**src/clock_timebase_pkg.sv**
```systemverilog
// Constants shared by the clock, time-base and beep logic.
// Assumes an 8-bit register port and a single oscillator-rate clock.
package clock_timebase_pkg;

   // Register offsets (byte addresses on the register port)
   localparam logic [7:0] CLOCK_CONTROL_STATUS_OFS = 8'h2C;
   localparam logic [7:0] BEEP_CONTROL_OFS = 8'h2D;
   localparam logic [7:0] EVENT_STATUS_OFS = 8'h2E;
   localparam logic [7:0] EVENT_MASK_OFS = 8'h2F;

   // Reset values and the unmapped read value
   localparam logic [7:0] CLOCK_CONTROL_STATUS_RST = 8'h00;
   localparam logic [7:0] BEEP_CONTROL_RST = 8'h00;
   localparam logic [2:0] EVENT_RST = 3'h0;
   localparam logic [7:0] UNMAPPED_READ = 8'h00;

   // Field positions of the control/status and beep control registers
   localparam int CLK_OUT_EN_BIT = 7;
   localparam int SLOW_DIV_LSB = 5;
   localparam int SLOW_MODE_BIT = 4;
   localparam int TB_SEL_LSB = 2;
   localparam int TB_IRQ_EN_BIT = 1;
   localparam int TB_FLAG_BIT = 0;
   localparam int BEEP_SEL_LSB = 0;

   // Event status bit positions
   localparam int EV_PERIOD_BIT = 0;
   localparam int EV_SLEEP_WAKE_BIT = 1;
   localparam int EV_HALT_WAKE_BIT = 2;

   // Time-base periods in oscillator cycles
   localparam int TB_PERIOD_0 = 16000;
   localparam int TB_PERIOD_1 = 32000;
   localparam int TB_PERIOD_2 = 80000;
   localparam int TB_PERIOD_3 = 200000;

   // Beep tones, specified against an 8 MHz oscillator
   localparam int OSC_REF_HZ = 8000000;
   localparam int BEEP_FREQ_0_HZ = 2000;
   localparam int BEEP_FREQ_1_HZ = 1000;
   localparam int BEEP_FREQ_2_HZ = 500;
   localparam int BEEP_HALF_0 = OSC_REF_HZ / (2 * BEEP_FREQ_0_HZ);
   localparam int BEEP_HALF_1 = OSC_REF_HZ / (2 * BEEP_FREQ_1_HZ);
   localparam int BEEP_HALF_2 = OSC_REF_HZ / (2 * BEEP_FREQ_2_HZ);

   // Power modes of the device as seen by this block
   typedef enum logic [1:0] {
      PM_RUN = 2'b00,
      PM_TIMED_SLEEP = 2'b01,
      PM_FULL_HALT = 2'b10
   } power_mode_t;

endpackage

```
**src/beep_link_if.sv**
```systemverilog
// Signals between the clock controller and its beep generator.
// Both ends run on the same clock; no crossing is involved.
interface beep_link_if;
   logic [1:0] beep_select;
   logic run;
   logic wave;

   modport ctrl (output beep_select, output run, input wave);
   modport gen (input beep_select, input run, output wave);
endinterface

```
**src/beep_generator.sv**
```systemverilog
// Square-wave beep tone generator with three selectable pitches.
// Assumes the selection and run level come from logic on the same clock.
module beep_generator
   import clock_timebase_pkg::*;
#(
   parameter int CNT_W = 16,
   parameter int HALF_0 = BEEP_HALF_0,
   parameter int HALF_1 = BEEP_HALF_1,
   parameter int HALF_2 = BEEP_HALF_2
) (
   // Clock and reset
   input wire logic CORE_CLK,
   input wire logic NRST,
   // Link to the controller
   beep_link_if.gen link
);

   logic [CNT_W-1:0] half_cnt_r;
   logic [CNT_W-1:0] half_lim;
   logic wave_r;

   // Refuse half periods that the counter cannot hold
   if (HALF_0 < 1 || HALF_1 < 1 || HALF_2 < 1 ||
       HALF_0 >= (1 << CNT_W) || HALF_1 >= (1 << CNT_W) || HALF_2 >= (1 << CNT_W)) begin
      $error("beep_generator: half periods must be 1 .. 2**CNT_W-1");
   end

   // Half-period length for the selected tone
   always_comb begin
      case (link.beep_select)
         2'b01: half_lim = CNT_W'(HALF_0 - 1);
         2'b10: half_lim = CNT_W'(HALF_1 - 1);
         default: half_lim = CNT_W'(HALF_2 - 1);
      endcase
   end

   // Toggle every half period gives a 50% duty square wave
   always_ff @(posedge CORE_CLK) begin
      if (!NRST) begin
         half_cnt_r <= '0;
         wave_r <= 1'b0;
      end else if (link.beep_select == 2'b00) begin
         half_cnt_r <= '0;
         wave_r <= 1'b0;
      end else if (link.run) begin
         if (half_cnt_r >= half_lim) begin // >= so a pitch change never overruns
            half_cnt_r <= '0;
            wave_r <= ~wave_r;
         end else begin
            half_cnt_r <= half_cnt_r + 1'b1;
         end
      end
   end

   assign link.wave = wave_r;

endmodule

```
**src/clock_timebase_ctrl.sv**
```systemverilog
// Main clock controller: core clock prescaler, clock-out pin, periodic
// time base with wake-up interrupt, beep output and power-mode tracking.
// Assumes CORE_CLK is the oscillator-rate clock and that the core drives the
// register port and mode inputs from logic on that same clock.
//
// Operation
// - Clock-out enable puts core clock on its pin, at half rate in normal mode; otherwise pin left to port.
// - Clock output stays inactive during timed sleep, even when enabled.
// - Slow mode divides oscillator clock by 2, 4, 8 or 16.
// - Divider select only matters in slow mode; else core clock is undivided.
// - Time-base period is 16000, 32000, 80000 or 200000 oscillator cycles.
// - A new time-base choice takes effect only when current period completes.
// - Time-base interrupt enable gates interrupt and wake from timed sleep.
// - Halt with time-base interrupt enabled enters timed sleep, not full halt.
// - Flag sets at end of each period; reading control/status clears it.
// - Beep pin carries 50% square wave: off, ~2 kHz, ~1 kHz, ~500 Hz.
// - Beep keeps running during timed sleep.
// - Reset clears control/status and beep control registers.
// - Time-base interrupt requested only while flag and enable set, under global mask.
// - Full halt freezes counter and registers until a halt-ending wake.
// - Time-base interrupt wakes from timed sleep, never full halt.
module clock_timebase_ctrl
   import clock_timebase_pkg::*;
#(
   parameter int TB_PERIOD_0_P = TB_PERIOD_0,
   parameter int TB_PERIOD_1_P = TB_PERIOD_1,
   parameter int TB_PERIOD_2_P = TB_PERIOD_2,
   parameter int TB_PERIOD_3_P = TB_PERIOD_3,
   parameter int BEEP_HALF_0_P = BEEP_HALF_0,
   parameter int BEEP_HALF_1_P = BEEP_HALF_1,
   parameter int BEEP_HALF_2_P = BEEP_HALF_2
) (
   // Clock and reset
   input wire logic CORE_CLK,
   input wire logic NRST,
   // Register port
   input wire logic [7:0] ADDR,
   input wire logic [7:0] WDATA,
   input wire logic WR,
   input wire logic RD,
   output logic [7:0] RDATA,
   // Core power and interrupt context
   input wire logic HALT_EXEC,
   input wire logic HALT_WAKE,
   input wire logic GLOBAL_IRQ_MASK,
   // Clock outputs
   output logic CORE_TICK,
   output logic CLOCK_OUT_PIN,
   output logic CLOCK_OUT_PIN_OE,
   // Beep pin
   output logic BEEP_PIN,
   output logic BEEP_PIN_OE,
   // Mode and interrupt outputs
   output logic TIMED_SLEEP,
   output logic FULL_HALT,
   output logic TB_IRQ,
   output logic IRQ
);

   localparam int TB_W = 18;

   // Control/status fields
   logic clk_out_en_r;
   logic [1:0] slow_div_r;
   logic slow_mode_r;
   logic [1:0] tb_sel_r;
   logic [1:0] tb_act_r;
   logic irq_en_r;
   logic tb_flag_r;
   logic [1:0] beep_sel_r;
   // Event status and mask
   logic [2:0] ev_status_r;
   logic [2:0] ev_mask_r;
   logic [2:0] ev_set;
   // Time base
   logic [TB_W-1:0] tb_cnt_r;
   logic tb_end;
   // Prescaler
   logic [3:0] div_cnt_r;
   logic [3:0] div_lim;
   logic core_tick_nxt;
   logic clk_pin_nxt;
   // Power mode
   power_mode_t pm_r;
   power_mode_t pm_nxt;
   logic sleep_wake;
   logic halt_wake;
   // Register port decode
   logic wr_ccs;
   logic wr_beep;
   logic wr_ev_status;
   logic wr_ev_mask;
   logic rd_ccs;
   logic regs_live;
   logic [7:0] rdata_nxt;
   // Output flops
   logic [7:0] rdata_r;
   logic core_tick_r;
   logic clk_pin_r;
   logic clk_pin_oe_r;
   logic beep_pin_r;
   logic beep_pin_oe_r;
   logic tb_irq_r;
   logic irq_r;

   beep_link_if beep_link();

   // Refuse periods that the 18-bit counter cannot reach
   if (TB_PERIOD_0_P < 1 || TB_PERIOD_1_P < 1 || TB_PERIOD_2_P < 1 || TB_PERIOD_3_P < 1 ||
       TB_PERIOD_3_P > (1 << TB_W) || TB_PERIOD_2_P > (1 << TB_W) ||
       TB_PERIOD_1_P > (1 << TB_W) || TB_PERIOD_0_P > (1 << TB_W)) begin
      $error("clock_timebase_ctrl: time-base periods must be 1 .. 2**18");
   end

   // Last count of the period chosen by a time-base select code
   function automatic logic [TB_W-1:0] tb_last(input logic [1:0] sel);
      case (sel)
         2'b00: tb_last = TB_W'(TB_PERIOD_0_P - 1);
         2'b01: tb_last = TB_W'(TB_PERIOD_1_P - 1);
         2'b10: tb_last = TB_W'(TB_PERIOD_2_P - 1);
         default: tb_last = TB_W'(TB_PERIOD_3_P - 1);
      endcase
   endfunction

   // Address decode; registers accept writes only while the core runs
   always_comb begin
      regs_live = (pm_r == PM_RUN);
      wr_ccs = 1'b0;
      wr_beep = 1'b0;
      wr_ev_status = 1'b0;
      wr_ev_mask = 1'b0;
      rd_ccs = 1'b0;
      if (ADDR == CLOCK_CONTROL_STATUS_OFS) begin
         wr_ccs = WR && regs_live;
         rd_ccs = RD && regs_live;
      end else if (ADDR == BEEP_CONTROL_OFS) begin
         wr_beep = WR && regs_live;
      end else if (ADDR == EVENT_STATUS_OFS) begin
         wr_ev_status = WR && regs_live;
      end else if (ADDR == EVENT_MASK_OFS) begin
         wr_ev_mask = WR && regs_live;
      end
   end

   // Read mux; unmapped addresses answer zero
   always_comb begin
      rdata_nxt = UNMAPPED_READ;
      if (ADDR == CLOCK_CONTROL_STATUS_OFS) begin
         rdata_nxt[CLK_OUT_EN_BIT] = clk_out_en_r;
         rdata_nxt[SLOW_DIV_LSB +: 2] = slow_div_r;
         rdata_nxt[SLOW_MODE_BIT] = slow_mode_r;
         rdata_nxt[TB_SEL_LSB +: 2] = tb_sel_r;
         rdata_nxt[TB_IRQ_EN_BIT] = irq_en_r;
         rdata_nxt[TB_FLAG_BIT] = tb_flag_r;
      end else if (ADDR == BEEP_CONTROL_OFS) begin
         rdata_nxt[BEEP_SEL_LSB +: 2] = beep_sel_r;
      end else if (ADDR == EVENT_STATUS_OFS) begin
         rdata_nxt[2:0] = ev_status_r;
      end else if (ADDR == EVENT_MASK_OFS) begin
         rdata_nxt[2:0] = ev_mask_r;
      end
   end

   // Read data stands only in the cycle after the read strobe
   always_ff @(posedge CORE_CLK) begin
      if (!NRST)
         rdata_r <= 8'h00;
      else if (RD)
         rdata_r <= rdata_nxt;
      else
         rdata_r <= 8'h00;
   end

   // Control fields written by software
   always_ff @(posedge CORE_CLK) begin
      if (!NRST) begin
         clk_out_en_r <= CLOCK_CONTROL_STATUS_RST[CLK_OUT_EN_BIT];
         slow_div_r <= CLOCK_CONTROL_STATUS_RST[SLOW_DIV_LSB +: 2];
         slow_mode_r <= CLOCK_CONTROL_STATUS_RST[SLOW_MODE_BIT];
         tb_sel_r <= CLOCK_CONTROL_STATUS_RST[TB_SEL_LSB +: 2];
         irq_en_r <= CLOCK_CONTROL_STATUS_RST[TB_IRQ_EN_BIT];
         beep_sel_r <= BEEP_CONTROL_RST[BEEP_SEL_LSB +: 2];
      end else begin
         if (wr_ccs) begin
            clk_out_en_r <= WDATA[CLK_OUT_EN_BIT];
            slow_div_r <= WDATA[SLOW_DIV_LSB +: 2];
            slow_mode_r <= WDATA[SLOW_MODE_BIT];
            tb_sel_r <= WDATA[TB_SEL_LSB +: 2];
            irq_en_r <= WDATA[TB_IRQ_EN_BIT];
         end
         if (wr_beep)
            beep_sel_r <= WDATA[BEEP_SEL_LSB +: 2]; // Upper bits are not stored
      end
   end

   // Time base: free-running period counter, frozen only in full halt
   assign tb_end = (tb_cnt_r >= tb_last(tb_act_r));
   always_ff @(posedge CORE_CLK) begin
      if (!NRST) begin
         tb_cnt_r <= '0;
         tb_act_r <= CLOCK_CONTROL_STATUS_RST[TB_SEL_LSB +: 2];
      end else if (pm_r != PM_FULL_HALT) begin
         if (tb_end) begin
            tb_cnt_r <= '0;
            tb_act_r <= tb_sel_r;
         end else begin
            tb_cnt_r <= tb_cnt_r + 1'b1;
         end
      end
   end

   // Period flag; a period ending in the cycle of a read survives the clear
   always_ff @(posedge CORE_CLK) begin
      if (!NRST)
         tb_flag_r <= CLOCK_CONTROL_STATUS_RST[TB_FLAG_BIT];
      else if (tb_end && pm_r != PM_FULL_HALT)
         tb_flag_r <= 1'b1;
      else if (rd_ccs)
         tb_flag_r <= 1'b0;
   end

   // Wake conditions for the two halt flavours
   assign sleep_wake = (tb_flag_r && irq_en_r) || HALT_WAKE;
   assign halt_wake = HALT_WAKE;

   // Power-mode tracking
   always_comb begin
      pm_nxt = pm_r;
      case (pm_r)
         PM_RUN: begin
            if (HALT_EXEC)
               pm_nxt = irq_en_r ? PM_TIMED_SLEEP : PM_FULL_HALT;
         end
         PM_TIMED_SLEEP: begin
            if (sleep_wake)
               pm_nxt = PM_RUN;
         end
         PM_FULL_HALT: begin
            if (halt_wake)
               pm_nxt = PM_RUN;
         end
         default: pm_nxt = PM_RUN;
      endcase
   end

   always_ff @(posedge CORE_CLK) begin
      if (!NRST)
         pm_r <= PM_RUN;
      else
         pm_r <= pm_nxt;
   end

   // Event status: set by hardware, cleared by writing one; set wins
   always_comb begin
      ev_set = 3'h0;
      ev_set[EV_PERIOD_BIT] = tb_end && (pm_r != PM_FULL_HALT);
      ev_set[EV_SLEEP_WAKE_BIT] = (pm_r == PM_TIMED_SLEEP) && sleep_wake;
      ev_set[EV_HALT_WAKE_BIT] = (pm_r == PM_FULL_HALT) && halt_wake;
   end

   always_ff @(posedge CORE_CLK) begin
      if (!NRST)
         ev_status_r <= EVENT_RST;
      else
         ev_status_r <= ev_set | (ev_status_r & ~(wr_ev_status ? WDATA[2:0] : 3'h0));
   end

   always_ff @(posedge CORE_CLK) begin
      if (!NRST)
         ev_mask_r <= EVENT_RST;
      else if (wr_ev_mask)
         ev_mask_r <= WDATA[2:0];
   end

   // Prescaler: last count of the slow-mode divide ratio
   always_comb begin
      case (slow_div_r)
         2'b00: div_lim = 4'h1;
         2'b01: div_lim = 4'h3;
         2'b10: div_lim = 4'h7;
         default: div_lim = 4'hF;
      endcase
   end

   always_ff @(posedge CORE_CLK) begin
      if (!NRST)
         div_cnt_r <= 4'h0;
      else if (!slow_mode_r || div_cnt_r >= div_lim) // >= covers a ratio cut mid-count
         div_cnt_r <= 4'h0;
      else
         div_cnt_r <= div_cnt_r + 1'b1;
   end

   // Core tick and pin waveform; the core is stopped in either halt mode
   always_comb begin
      if (pm_r != PM_RUN) begin
         core_tick_nxt = 1'b0;
         clk_pin_nxt = 1'b0;
      end else if (slow_mode_r) begin
         core_tick_nxt = (div_cnt_r >= div_lim);
         clk_pin_nxt = (div_cnt_r <= (div_lim >> 1)) && !(div_cnt_r >= div_lim);
      end else begin
         core_tick_nxt = 1'b1;
         clk_pin_nxt = ~clk_pin_r; // A flop pin can show only half the oscillator rate
      end
   end

   always_ff @(posedge CORE_CLK) begin
      if (!NRST) begin
         core_tick_r <= 1'b0;
         clk_pin_r <= 1'b0;
         clk_pin_oe_r <= 1'b0;
      end else begin
         core_tick_r <= core_tick_nxt;
         clk_pin_r <= clk_out_en_r && clk_pin_nxt;
         clk_pin_oe_r <= clk_out_en_r;
      end
   end

   // Beep generator runs except in full halt, including timed sleep
   assign beep_link.beep_select = beep_sel_r;
   assign beep_link.run = (pm_r != PM_FULL_HALT);

   beep_generator #(
      .CNT_W(16),
      .HALF_0(BEEP_HALF_0_P),
      .HALF_1(BEEP_HALF_1_P),
      .HALF_2(BEEP_HALF_2_P)
   ) u_beep (
      .CORE_CLK(CORE_CLK),
      .NRST(NRST),
      .link(beep_link.gen)
   );

   // Beep pin retimed so the port comes straight from a local flop
   always_ff @(posedge CORE_CLK) begin
      if (!NRST) begin
         beep_pin_r <= 1'b0;
         beep_pin_oe_r <= 1'b0;
      end else begin
         beep_pin_r <= beep_link.wave;
         beep_pin_oe_r <= (beep_sel_r != 2'b00);
      end
   end

   // Interrupt outputs
   always_ff @(posedge CORE_CLK) begin
      if (!NRST) begin
         tb_irq_r <= 1'b0;
         irq_r <= 1'b0;
      end else begin
         tb_irq_r <= tb_flag_r && irq_en_r && !GLOBAL_IRQ_MASK;
         irq_r <= |(ev_status_r & ev_mask_r);
      end
   end

   // Port drivers
   assign RDATA = rdata_r;
   assign CORE_TICK = core_tick_r;
   assign CLOCK_OUT_PIN = clk_pin_r;
   assign CLOCK_OUT_PIN_OE = clk_pin_oe_r;
   assign BEEP_PIN = beep_pin_r;
   assign BEEP_PIN_OE = beep_pin_oe_r;
   assign TIMED_SLEEP = pm_r[0]; // Code 01 marks timed sleep, so the port is a bare flop
   assign FULL_HALT = pm_r[1]; // Code 10 marks full halt
   assign TB_IRQ = tb_irq_r;
   assign IRQ = irq_r;

endmodule

```
**config.mk**
```make
export PLATFORM = sky130hd
export DESIGN_NAME = clock_timebase_ctrl
export DESIGN_NICKNAME = d
export VERILOG_FILES = /design/src/clock_timebase_pkg.sv /design/src/beep_link_if.sv /design/src/beep_generator.sv /design/src/clock_timebase_ctrl.sv
export SDC_FILE = /design/constraint.sdc
export NUM_CORES = 1
export LEC_CHECK = 0
export ABC_AREA = 1
export BUFFER_PORTS_ARGS = -buffer_cell sky130_fd_sc_hd__buf_4
export CAP_MARGIN = 20
export CORE_UTILIZATION = 41
export CTS_BUF_LIST = sky130_fd_sc_hd__clkbuf_16
export CTS_CLUSTER_DIAMETER = 60
export CTS_CLUSTER_SIZE = 14
export DETAILED_ROUTE_END_ITERATION = 8
export PLACE_DENSITY = 0.61
export SYNTH_ARGS = -nofsm -noshare
export SYNTH_HDL_FRONTEND = slang
export SYNTH_SLANG_ARGS = --single-unit
```
**constraint.sdc**
```tcl
create_clock -name CORE_CLK -period 2.4 [get_ports CORE_CLK]
set_input_delay 0 -clock CORE_CLK [delete_from_list [all_inputs] [get_ports CORE_CLK]]
set_output_delay 0 -clock CORE_CLK [all_outputs]
set_load 0.1 [all_outputs]
```
After elaboration in Yosys (flattened, before gate mapping)
Cells that the tools add are included.
{"block": "word_totals", "reg_bits": 74, "in_bits": 23, "output_inout_bits": 17, "word_cells": 116}
{"block": "op_classes", "n_addsub": 3, "order_cmp": 4, "n_eq_ne": 16, "n_mux": 32, "bitwise": 7, "reduce_logical": 30}
{"op": "$pmux W18 S3", "n": 1}
{"op": "$eq A8 B6 Y1 const B", "n": 4}
{"op": "$pmux W13 S2", "n": 1}
{"op": "$add A18 B1 Y18 const B", "n": 1}
{"op": "$ge A18 B18 Y1", "n": 1}
{"op": "$mux W18", "n": 1}
{"op": "$mux W1", "n": 17}
{"op": "$add A16 B1 Y16 const B", "n": 1}
{"op": "$ge A16 B13 Y1", "n": 1}
{"op": "$mux W16", "n": 1}
{"op": "$mux W3", "n": 4}
{"op": "$pmux W4 S3", "n": 1}
{"op": "$mux W2", "n": 5}
{"op": "$logic_and A1 B1 Y1", "n": 9}
{"op": "$eq A2 B1 Y1 const B", "n": 4}
{"op": "$eq A2 B2 Y1 const B", "n": 4}
{"op": "$logic_not A2 Y1", "n": 4}
{"op": "$ne A2 B2 Y1 const B", "n": 4}
{"op": "$and A3 B3 Y3", "n": 2}
{"op": "$pmux W2 S3", "n": 1}
{"op": "$reduce_and A2 Y1", "n": 3}
{"op": "$reduce_and A3 Y1", "n": 2}
{"op": "$reduce_bool A2 Y1", "n": 3}
{"op": "$reduce_or A2 Y1", "n": 3}
{"op": "other kinds (9)", "n": 14}

Depth between registers and ports, before layout
Gate-level depths: netlist of the first run.
{"block": "logic_depth", "depth_word": 9, "depth_mapped": 15, "depth_no_buf": 14}

Hierarchy
Synthesis of the first run repeated with hierarchy kept, for this count alone.
{"block": "unflattened", "hier_cells": 522, "hier_area_um2": 3965.1}
{"module": "clock_timebase_ctrl", "n_inst": 1, "cells_per_inst": 380, "area_per_inst_um2": 2901.5, "seq_area_each_um2": 1141.1}
{"module": "beep_generator", "n_inst": 1, "cells_per_inst": 142, "area_per_inst_um2": 1063.5, "seq_area_each_um2": 340.3}

Worst setup path before layout of the first run
No wires, ideal clock.
{"block": "synth_path", "path_kind": "reg-to-reg", "start": "register pm_r[0]", "end": "register tb_cnt_r[12]", "setup_ns": 0.116, "arrival_ns": 1.891, "required_time_ns": 2.284, "slack_ns": 0.394, "path_stages_with_launch": 9, "path_buffers": 1, "synth_period_minus_slack_ns": 2.006, "path_cell_list": "dfxtp_1 -> nor2_4 -> buf_4 -> nor2_4 -> nand2_1 -> nor2_2 -> nand2_1 -> o21ai_1 -> nor2_2"}
{"block": "synth_between", "elab_chain_cells": 1}
{"item": "start, declared", "line_no": "clock_timebase_ctrl.sv:84", "source": "power_mode_t pm_r;"}
{"item": "start signal, assigned", "line_no": "clock_timebase_ctrl.sv:250", "source": "pm_r <= pm_nxt;"}
{"item": "$ne A2 B2 Y1", "line_no": "clock_timebase_ctrl.sv:202", "source": "end else if (pm_r != PM_FULL_HALT) begin"}
{"item": "end signal, assigned", "line_no": "clock_timebase_ctrl.sv:207", "source": "tb_cnt_r <= tb_cnt_r + 1'b1;"}
{"item": "end, declared", "line_no": "clock_timebase_ctrl.sv:76", "source": "logic [TB_W-1:0] tb_cnt_r;"}
Every way passes these cells.
A chain may end at the register's enable or synchronous reset.

Final worst setup path of the first run
{"block": "layout_path", "start": "register beep_sel_r[0], in the netlist beep_link.beep_select[0]", "end": "register u_beep.half_cnt_r[11]"}
{"block": "layout_between", "elab_chain_cells": 4, "elab_cells_between_ends": 7, "cone_classes": "order compare: 1; eq/ne: 2; mux: 2; reduce/logical: 2"}
{"item": "start, declared", "line_no": "clock_timebase_ctrl.sv:70", "source": "logic [1:0] beep_sel_r;"}
{"item": "start signal, assigned", "line_no": "clock_timebase_ctrl.sv:182", "source": "beep_sel_r <= BEEP_CONTROL_RST[BEEP_SEL_LSB +: 2];"}
{"item": "start signal, assigned", "line_no": "clock_timebase_ctrl.sv:192", "source": "beep_sel_r <= WDATA[BEEP_SEL_LSB +: 2];"}
{"item": "$eq A2 B2 Y1 or $eq A2 B1 Y1 (tied branches)", "line_no": "beep_generator.sv:30", "source": "case (link.beep_select)"}
{"item": "$pmux W13 S2", "line_no": "beep_generator.sv:30"}
{"item": "$ge A16 B13 Y1", "line_no": "beep_generator.sv:46", "source": "if (half_cnt_r >= half_lim) begin"}
{"item": "$mux W16", "line_no": "beep_generator.sv:46"}
{"item": "end signal, assigned", "line_no": "beep_generator.sv:50", "source": "half_cnt_r <= half_cnt_r + 1'b1;"}
{"item": "end, declared", "line_no": "beep_generator.sv:18", "source": "logic [CNT_W-1:0] half_cnt_r;"}
Parallel ways exist; a longest one is shown, timed or not.

==> results of run 1 <==
## state kept, by name, indices dropped and copies added, names as in the netlist, 2 cells and up
signal	cells
RDATA	8
slow_div_r	2
div_cnt_r	4
beep_link.beep_select	2
ev_status_r	3
pm_r	2
tb_act_r	2
u_beep.half_cnt_r	16
tb_sel_r	2
ev_mask_r	3
tb_cnt_r	18
## layer usage
| layer | vias up | routed length, microns |
|---|---|---|
| met5 | - | 0 |
| met4 | 0 | 59 |
| met3 | 4 | 282 |
| met2 | 51 | 3740 |
| met1 | 1473 | 3960 |
| li1 | 1719 | - |
## metrics by stage
step | std cells | utilization, % | instance area [sq um] | power [mW]
2_1_floorplan | 499 | - | 3760 | 1.40
3_3_place_gp | 638 | 46.9 | 4130 | 1.45
3_5_place_dp | 638 | 46.9 | 4130 | 1.46
4_1_cts | 665 | 51.8 | 4560 | 2.91
5_1_grt | 665 | 51.8 | 4560 | 2.97
6_report | 665 | 51.8 | 4560 | 2.88
## synthesized netlist by cell type (all sizes together), types with 2 or more instances
library cell / number / area share, %
a21oi: 29 / 4.2
xor2: 14 / 3.3
a41oi: 2 / 0.47
or2: 5 / 0.83
buf: 6 / 1.2
nor2: 85 / 10
nand3: 40 / 5.3
clkbuf: 2 / 0.20
nand2: 104 / 11
o21ai: 20 / 2.8
nand3b: 2 / 0.40
nand4: 9 / 1.5
dfxtp: 74 / 39
inv: 56 / 5.6
a211oi: 2 / 0.40
xnor2: 8 / 1.9
nor3: 11 / 2.0
ha: 23 / 7.7
## area by class of cell
type	instances	area, sq um	share of cell area, %
multi-input combinational	360	2010	44.1
clock buffer	9	225	4.94
tap	108	135	2.96
sequential	74	1480	32.5
timing repair buffer	50	403	8.83
clock inverter	7	92.6	2.03
inverter	57	215	4.72
## critical path: stages, from the launching register on
cell and delay, ps:
dfxtp_1 380, inv_1 80, ha_1 330, inv_1 60
ha_1 290, nand2_1 50, inv_1 60, nand4_1 90
nand3_1 80, nand2_1 70, nand2_1 100, nand2_1 70
nand2_2 230, nor2_1 80
## placed cells by master, fill, tap and decap left out, types with 16 or more instances in the layout
cell type / n
a21oi_1: 28
buf_4: 39
dfxtp_1: 74
ha_1: 23
inv_1: 53
nand2_1: 97
nand3_1: 40
nor2_1: 66
nor2_2: 16
o21ai_0: 16
## power by group
| group | total [mW] | internal (mW) | switching, mW | leakage, nW |
|---|---|---|---|---|
| combinational | 0.188 | 0.0686 | 0.119 | 1.13 |
| sequential | 1.26 | 1.24 | 0.0127 | 0.597 |
| clock | 1.43 | 0.910 | 0.522 | 0.160 |
| total | 2.88 | 2.22 | 0.654 | 1.88 |
## worst max-delay path by stage
stage / endpoint / slack, ps / cells after the start
6_report: u_beep.half_cnt_r[11] / 310 / 13
3_5_place_dp: u_beep.half_cnt_r[8] / 180 / 13
4_1_cts: u_beep.half_cnt_r[8] / 150 / 13
2_1_floorplan: tb_cnt_r[12] / 390 / 8
3_3_place_gp: u_beep.half_cnt_r[12] / 300 / 13
5_1_grt: u_beep.half_cnt_r[13] / 100 / 13
## timing repair
action / in CTS / in global routing
endpoints found under the setup margin: 0 / 13
gates resized for setup: 0 / 1
endpoints found under the hold margin: 16 / 0
hold buffers: 11 / 0
## kinds of logic after synthesis
logic type,after synthesis,share of synthesized area (%)
flip-flops,74,39.4
AO/OA/AOI/OAI,57,8.62
buffers and inverters,65,7.13
adder cells (fa/ha/maj),23,7.66
AND/OR/NAND/NOR,258,32.0
XOR/XNOR,22,5.13
==> impl_metrics.py, run 1 <==
metrics = {
    "floorplan": {
        "core_area_sq_mm": 0.00881,
        "ioPinCount": 40,
        "row_count": 34,
        "die_y_microns": 97.7,
        "fp.dieArea_sq_mm": 0.00955,
        "die_w_microns": 97.7,
        "initial_core_util_pct": 42.7,
    },
    "cells_and_area": {
        "antenna_cells": 0,
        "layout.nets": 598,
        "drive_gt1_share_pct": 17.4,
        "nFillCells": 861,
        "syn_to_final_growth_pct": 21.4,
    },
    "worst_setup_path": {
        "cp-startpoint": "beep_link.beep_select[0]",
        "worst_ep_arrival_time_ps": 2300,
        "cp_max_fo": 13,
        "critPathCaptureType": "flip-flop",
        "start_kind": "flip-flop",
        "reg2reg_depth": 13,
        "r2r_start": "beep_link.beep_select[0]",
        "worstReg2RegEnd": "u_beep.half_cnt_r[11]",
        "critical_path_required_ps": 2610,
        "rrSetupSlack_ps": 310,
        "critPathKind": "flip-flop to flip-flop",
    },
    "hold_path": {
        "min_to": "RDATA[0]",
        "min_path_type": "input port to flip-flop",
        "min_path_cells": 3,
        "min_from": "ADDR[0]",
    },
    "grt": {
        "grt_pass1_wl_mm": 13.9,
        "antenna_found_initial": 0,
        "use_met1_pct": 23.3,
        "grt_usage_pct": 17.9,
        "met3_usage_pct": 4.15,
        "met2_usage_pct": 29.8,
        "grt_pass1_vias": 3146,
        "grt-busiest-layer": "met2",
        "overflow": 0,
        "grt_max_degree": 20,
    },
    "clocking": {
        "clock-sinks": 74,
        "cts.clk_slew.worst_paths_ps": 60,
        "cts_root_buf": "clkbuf_16",
        "clk_latency_ps": 320,
        "htree_num_levels": 3,
        "cts_setup_buffers": 0,
        "cts_tree": "yes",
        "numCtsBuffers": 9,
        "cts_max_path_buffers": 2,
    },
    "yosys": {
        "syn-cell-area_sq_mm": 0.00376,
        "ys_warn_count": 0,
        "synthCells": 499,
        "synth_edf_count": 0,
        "async_reset_ff_share_pct": 0,
        "syn-mean-instance-area_sq_um": 7.53,
        "synth.distinct_cells": 37,
        "yosysSeqAreaShare_pct": 39.4,
        "ys.flop_type": "dfxtp_1",
        "yosys_register_bits": 74,
        "syn_nets": 545,
    },
    "route": {
        "drt_pass1_iterations": 4,
        "drt-total-wl_mm": 8.04,
        "antenna_left": 0,
        "drt_iter0_markers": 114,
        "wl_per_cell_microns": 12.1,
        "via_per_inst": 4.88,
        "vias": 3247,
        "drc": 0,
    },
    "timing": {
        "fin_crit_ps": 2090,
        "setup_tns_ps": 0,
        "fin_skew_ps": 4.38,
        "max_freq_mhz": 478,
        "tightestPinTransition_ps": 508,
        "finalCritPeriodShare_pct": 87.2,
        "fin_ws_ps": 307,
        "rsz0062_at_grt": "no",
        "hold_viol_final": 0,
        "slew_headroom_pct": 66.1,
        "finalSetupViolCount": 0,
        "holdWs_ps": 22.5,
        "slew_viol_final": 0,
    },
    "outcome": {
        "status": "completed",
    },
    "placement": {
        "port_buffers": 39,
        "gp_congestion": 0.825,
        "place_ws_ps": 175,
        "post-dp-hpwl_mm": 5.90,
    },
    "run": {
        "cap_violations": 0,
    },
    "pwr": {
        "ir_worst_vdd_mv": 0.353,
        "p_leak_nw": 1.88,
        "powerDensity_mw_per_mm2": 630,
    },
}
Note: power is estimated with default switching activity, not from simulation.
==> inputs of run 2 (changes only) <==
CORE_MARGIN = 5   (was unset)
GPL_ROUTABILITY_DRIVEN = 1   (was unset)
==> run 2 against run 1 <==
  * Clock skew grew 3.0 ps
  * Flip-flop and latch count is the same
  * Largest power group unchanged
  * Sequential power is essentially flat
  * Critical path type unchanged
  * First-iteration DRC count shrank 21%
  * Global-route usage shrank 2.3 points
  * Fmax grew 1.3%
  * Critical path depth shrank 1
  * Combinational power is essentially flat
==> impl_metrics.py, run 2 (synthesis results as in run 1) <==
metrics = {
    "outcome": {
        "status": "completed",
    },
    "floorplan": {
        "row_count": 35,
        "die_y_microns": 106,
        "fp.dieArea_sq_mm": 0.0112,
        "initial_core_util_pct": 41.4,
        "die_w_microns": 106,
        "core_area_sq_mm": 0.00906,
        "ioPinCount": 40,
    },
    "route": {
        "routed-wl-met2_mm": 3.88,
        "antenna_left": 0,
        "drt_pass1_iterations": 4,
        "drt_iter0_markers": 90,
        "vias": 3265,
        "drc": 0,
        "top_layer_used": "met4",
        "drt-total-wl_mm": 8.17,
        "drt-met1-wl_mm": 3.86,
        "via_per_inst": 4.89,
        "wl_per_cell_microns": 12.2,
        "wl_met3_microns": 340,
    },
    "timing": {
        "fin_crit_ps": 2070,
        "max_freq_mhz": 484,
        "hold_viol_final": 0,
        "tightestPinTransition_ps": 515,
        "finalCritPeriodShare_pct": 86.0,
        "rsz0062_at_grt": "no",
        "slew_headroom_pct": 65.6,
        "finalSetupViolCount": 0,
        "slew_viol_final": 0,
        "setup_tns_ps": 0,
        "fin_skew_ps": 7.41,
    },
    "cells_and_area": {
        "layout.nets": 598,
        "antenna_cells": 0,
        "syn_to_final_growth_pct": 21.7,
        "utilization_pct": 50.4,
        "design_area_sq_mm": 0.00457,
        "largest_reg_flops": 18,
        "top_register": "tb_cnt_r",
        "drive_gt1_share_pct": 17.4,
        "mostFrequentLayoutCell": "nand2_1",
        "final_cell_mix": "nand2_1, dfxtp_1, nor2_1",
    },
    "worst_setup_path": {
        "crit_end": "u_beep.half_cnt_r[8]",
        "reg2reg_depth": 12,
        "critPathCaptureType": "flip-flop",
        "worst_ep_arrival_time_ps": 2330,
        "max_stage_delay_ps": 380,
        "critPathKind": "flip-flop to flip-flop",
        "start_kind": "flip-flop",
        "cp_max_fo": 13,
        "slowest_stage": "dfxtp_1",
        "critical_path_required_ps": 2660,
        "r2r_start": "beep_link.beep_select[0]",
        "rrSetupSlack_ps": 330,
        "worstReg2RegEnd": "u_beep.half_cnt_r[8]",
        "cp-startpoint": "beep_link.beep_select[0]",
        "crit_top_cell": "nand2_1",
        "crit_path_cell_trace": "inv_1 > ha_1 > ha_1 > nand2_1 > inv_1 > o21ai_0 > nand3_1 > nand2_1 > nand2_1 > nand2_1 > nand2_2 > nor2_1",
    },
    "clocking": {
        "cts_root_buf": "clkbuf_16",
        "cts.clk_slew.worst_paths_ps": 60,
        "cts_max_path_buffers": 2,
        "clock-sinks": 74,
        "clk_latency_ps": 330,
        "cts_tree": "yes",
        "numCtsBuffers": 9,
        "htree_num_levels": 3,
    },
    "pwr": {
        "p_switching_mw": 0.659,
        "p_int_mw": 2.23,
        "netSwitchingFraction_pct": 22.8,
        "combPwrFrac_pct": 6.5,
        "ir_worst_vdd_mv": 0.440,
        "power_frac_clock_pct": 50.0,
        "power_frac_seq_pct": 43.5,
        "p_leak_nw": 1.88,
        "total_power_mw": 2.89,
        "powerDensity_mw_per_mm2": 631,
    },
    "placement": {
        "placed_area_sq_mm": 0.00414,
        "gp_congestion": 0.824,
        "post-dp-hpwl_mm": 6.09,
        "port_buffers": 39,
    },
    "run": {
        "cap_violations": 0,
    },
    "grt": {
        "grt_usage_pct": 15.6,
        "overflow": 0,
        "grt_max_degree": 20,
        "antenna_found_initial": 0,
        "grt_pass1_wl_mm": 14.6,
        "grt_pass1_vias": 3266,
    },
    "hold_path": {
        "min_path_type": "input port to flip-flop",
    },
}
run 2: changes by cell type in the layout (fill, tap and decap cells not counted), sizes merged:
cell,delta
clkinv,-2
clkinvlp,+1
inv,+1
run 2: final cells by class:
cell class                      count  area (sq um)
Multi-Input combinational cell    360          2010
Clock inverter                      7          98.8
Timing Repair Buffer               50           403
Sequential cell                    74          1480
Inverter                           57           215
Tap cell                          111           139
Fill cell                         855          4490
Clock buffer                        9           225
run 2: critical path, delay by kind of cell, from the launching register on:
family          cells  cell delay [ps]
buf+inv             2              110
flops               1              380
fa+ha+maj           2              660
simple gates        7              730
compound gates      1              120
run 2: timing repair:
action / in CTS / in global routing
setup endpoints to repair: 0 / 13
hold buffers: 11 / 0
resized for setup: 0 / 1
buffers inserted: 0 / 0
hold endpoints to repair: 15 / 0
run 2: layer usage:
layer	vias to the layer above	GRT usage [%]
met2	63	26.6
met3	9	3.61
met4	0	4.44
met1	1475	19.6
li1	1718	-
met5	-	0
run 2: worst min path at each step:
stage,cells after the start,start,to
2_1_floorplan,1,GLOBAL_IRQ_MASK,TB_IRQ
6_report,3,NRST,CLOCK_OUT_PIN_OE
5_1_grt,3,NRST,CLOCK_OUT_PIN_OE
3_3_place_gp,2,GLOBAL_IRQ_MASK,TB_IRQ
3_5_place_dp,2,GLOBAL_IRQ_MASK,TB_IRQ
4_1_cts,3,NRST,tb_act_r[1]
run 2: through the flow:
stage,hold WS [ps],cells,setup slack (ps)
final,12.9,668,335
after global routing,19.4,668,71.2
after detailed placement,199,641,209
after floorplan,79.3,499,394
after CTS,6.78,668,190
after global placement,208,641,292
run 2: power by group through the flow:
stage          sequential [mW]  combinational, mW  clock, mW
2_1_floorplan             1.31             0.0908          0
5_1_grt                   1.26              0.207       1.54
4_1_cts                   1.25              0.189       1.48
3_5_place_dp              1.28              0.174          0
3_3_place_gp              1.28              0.172          0
6_report                  1.25              0.188       1.44
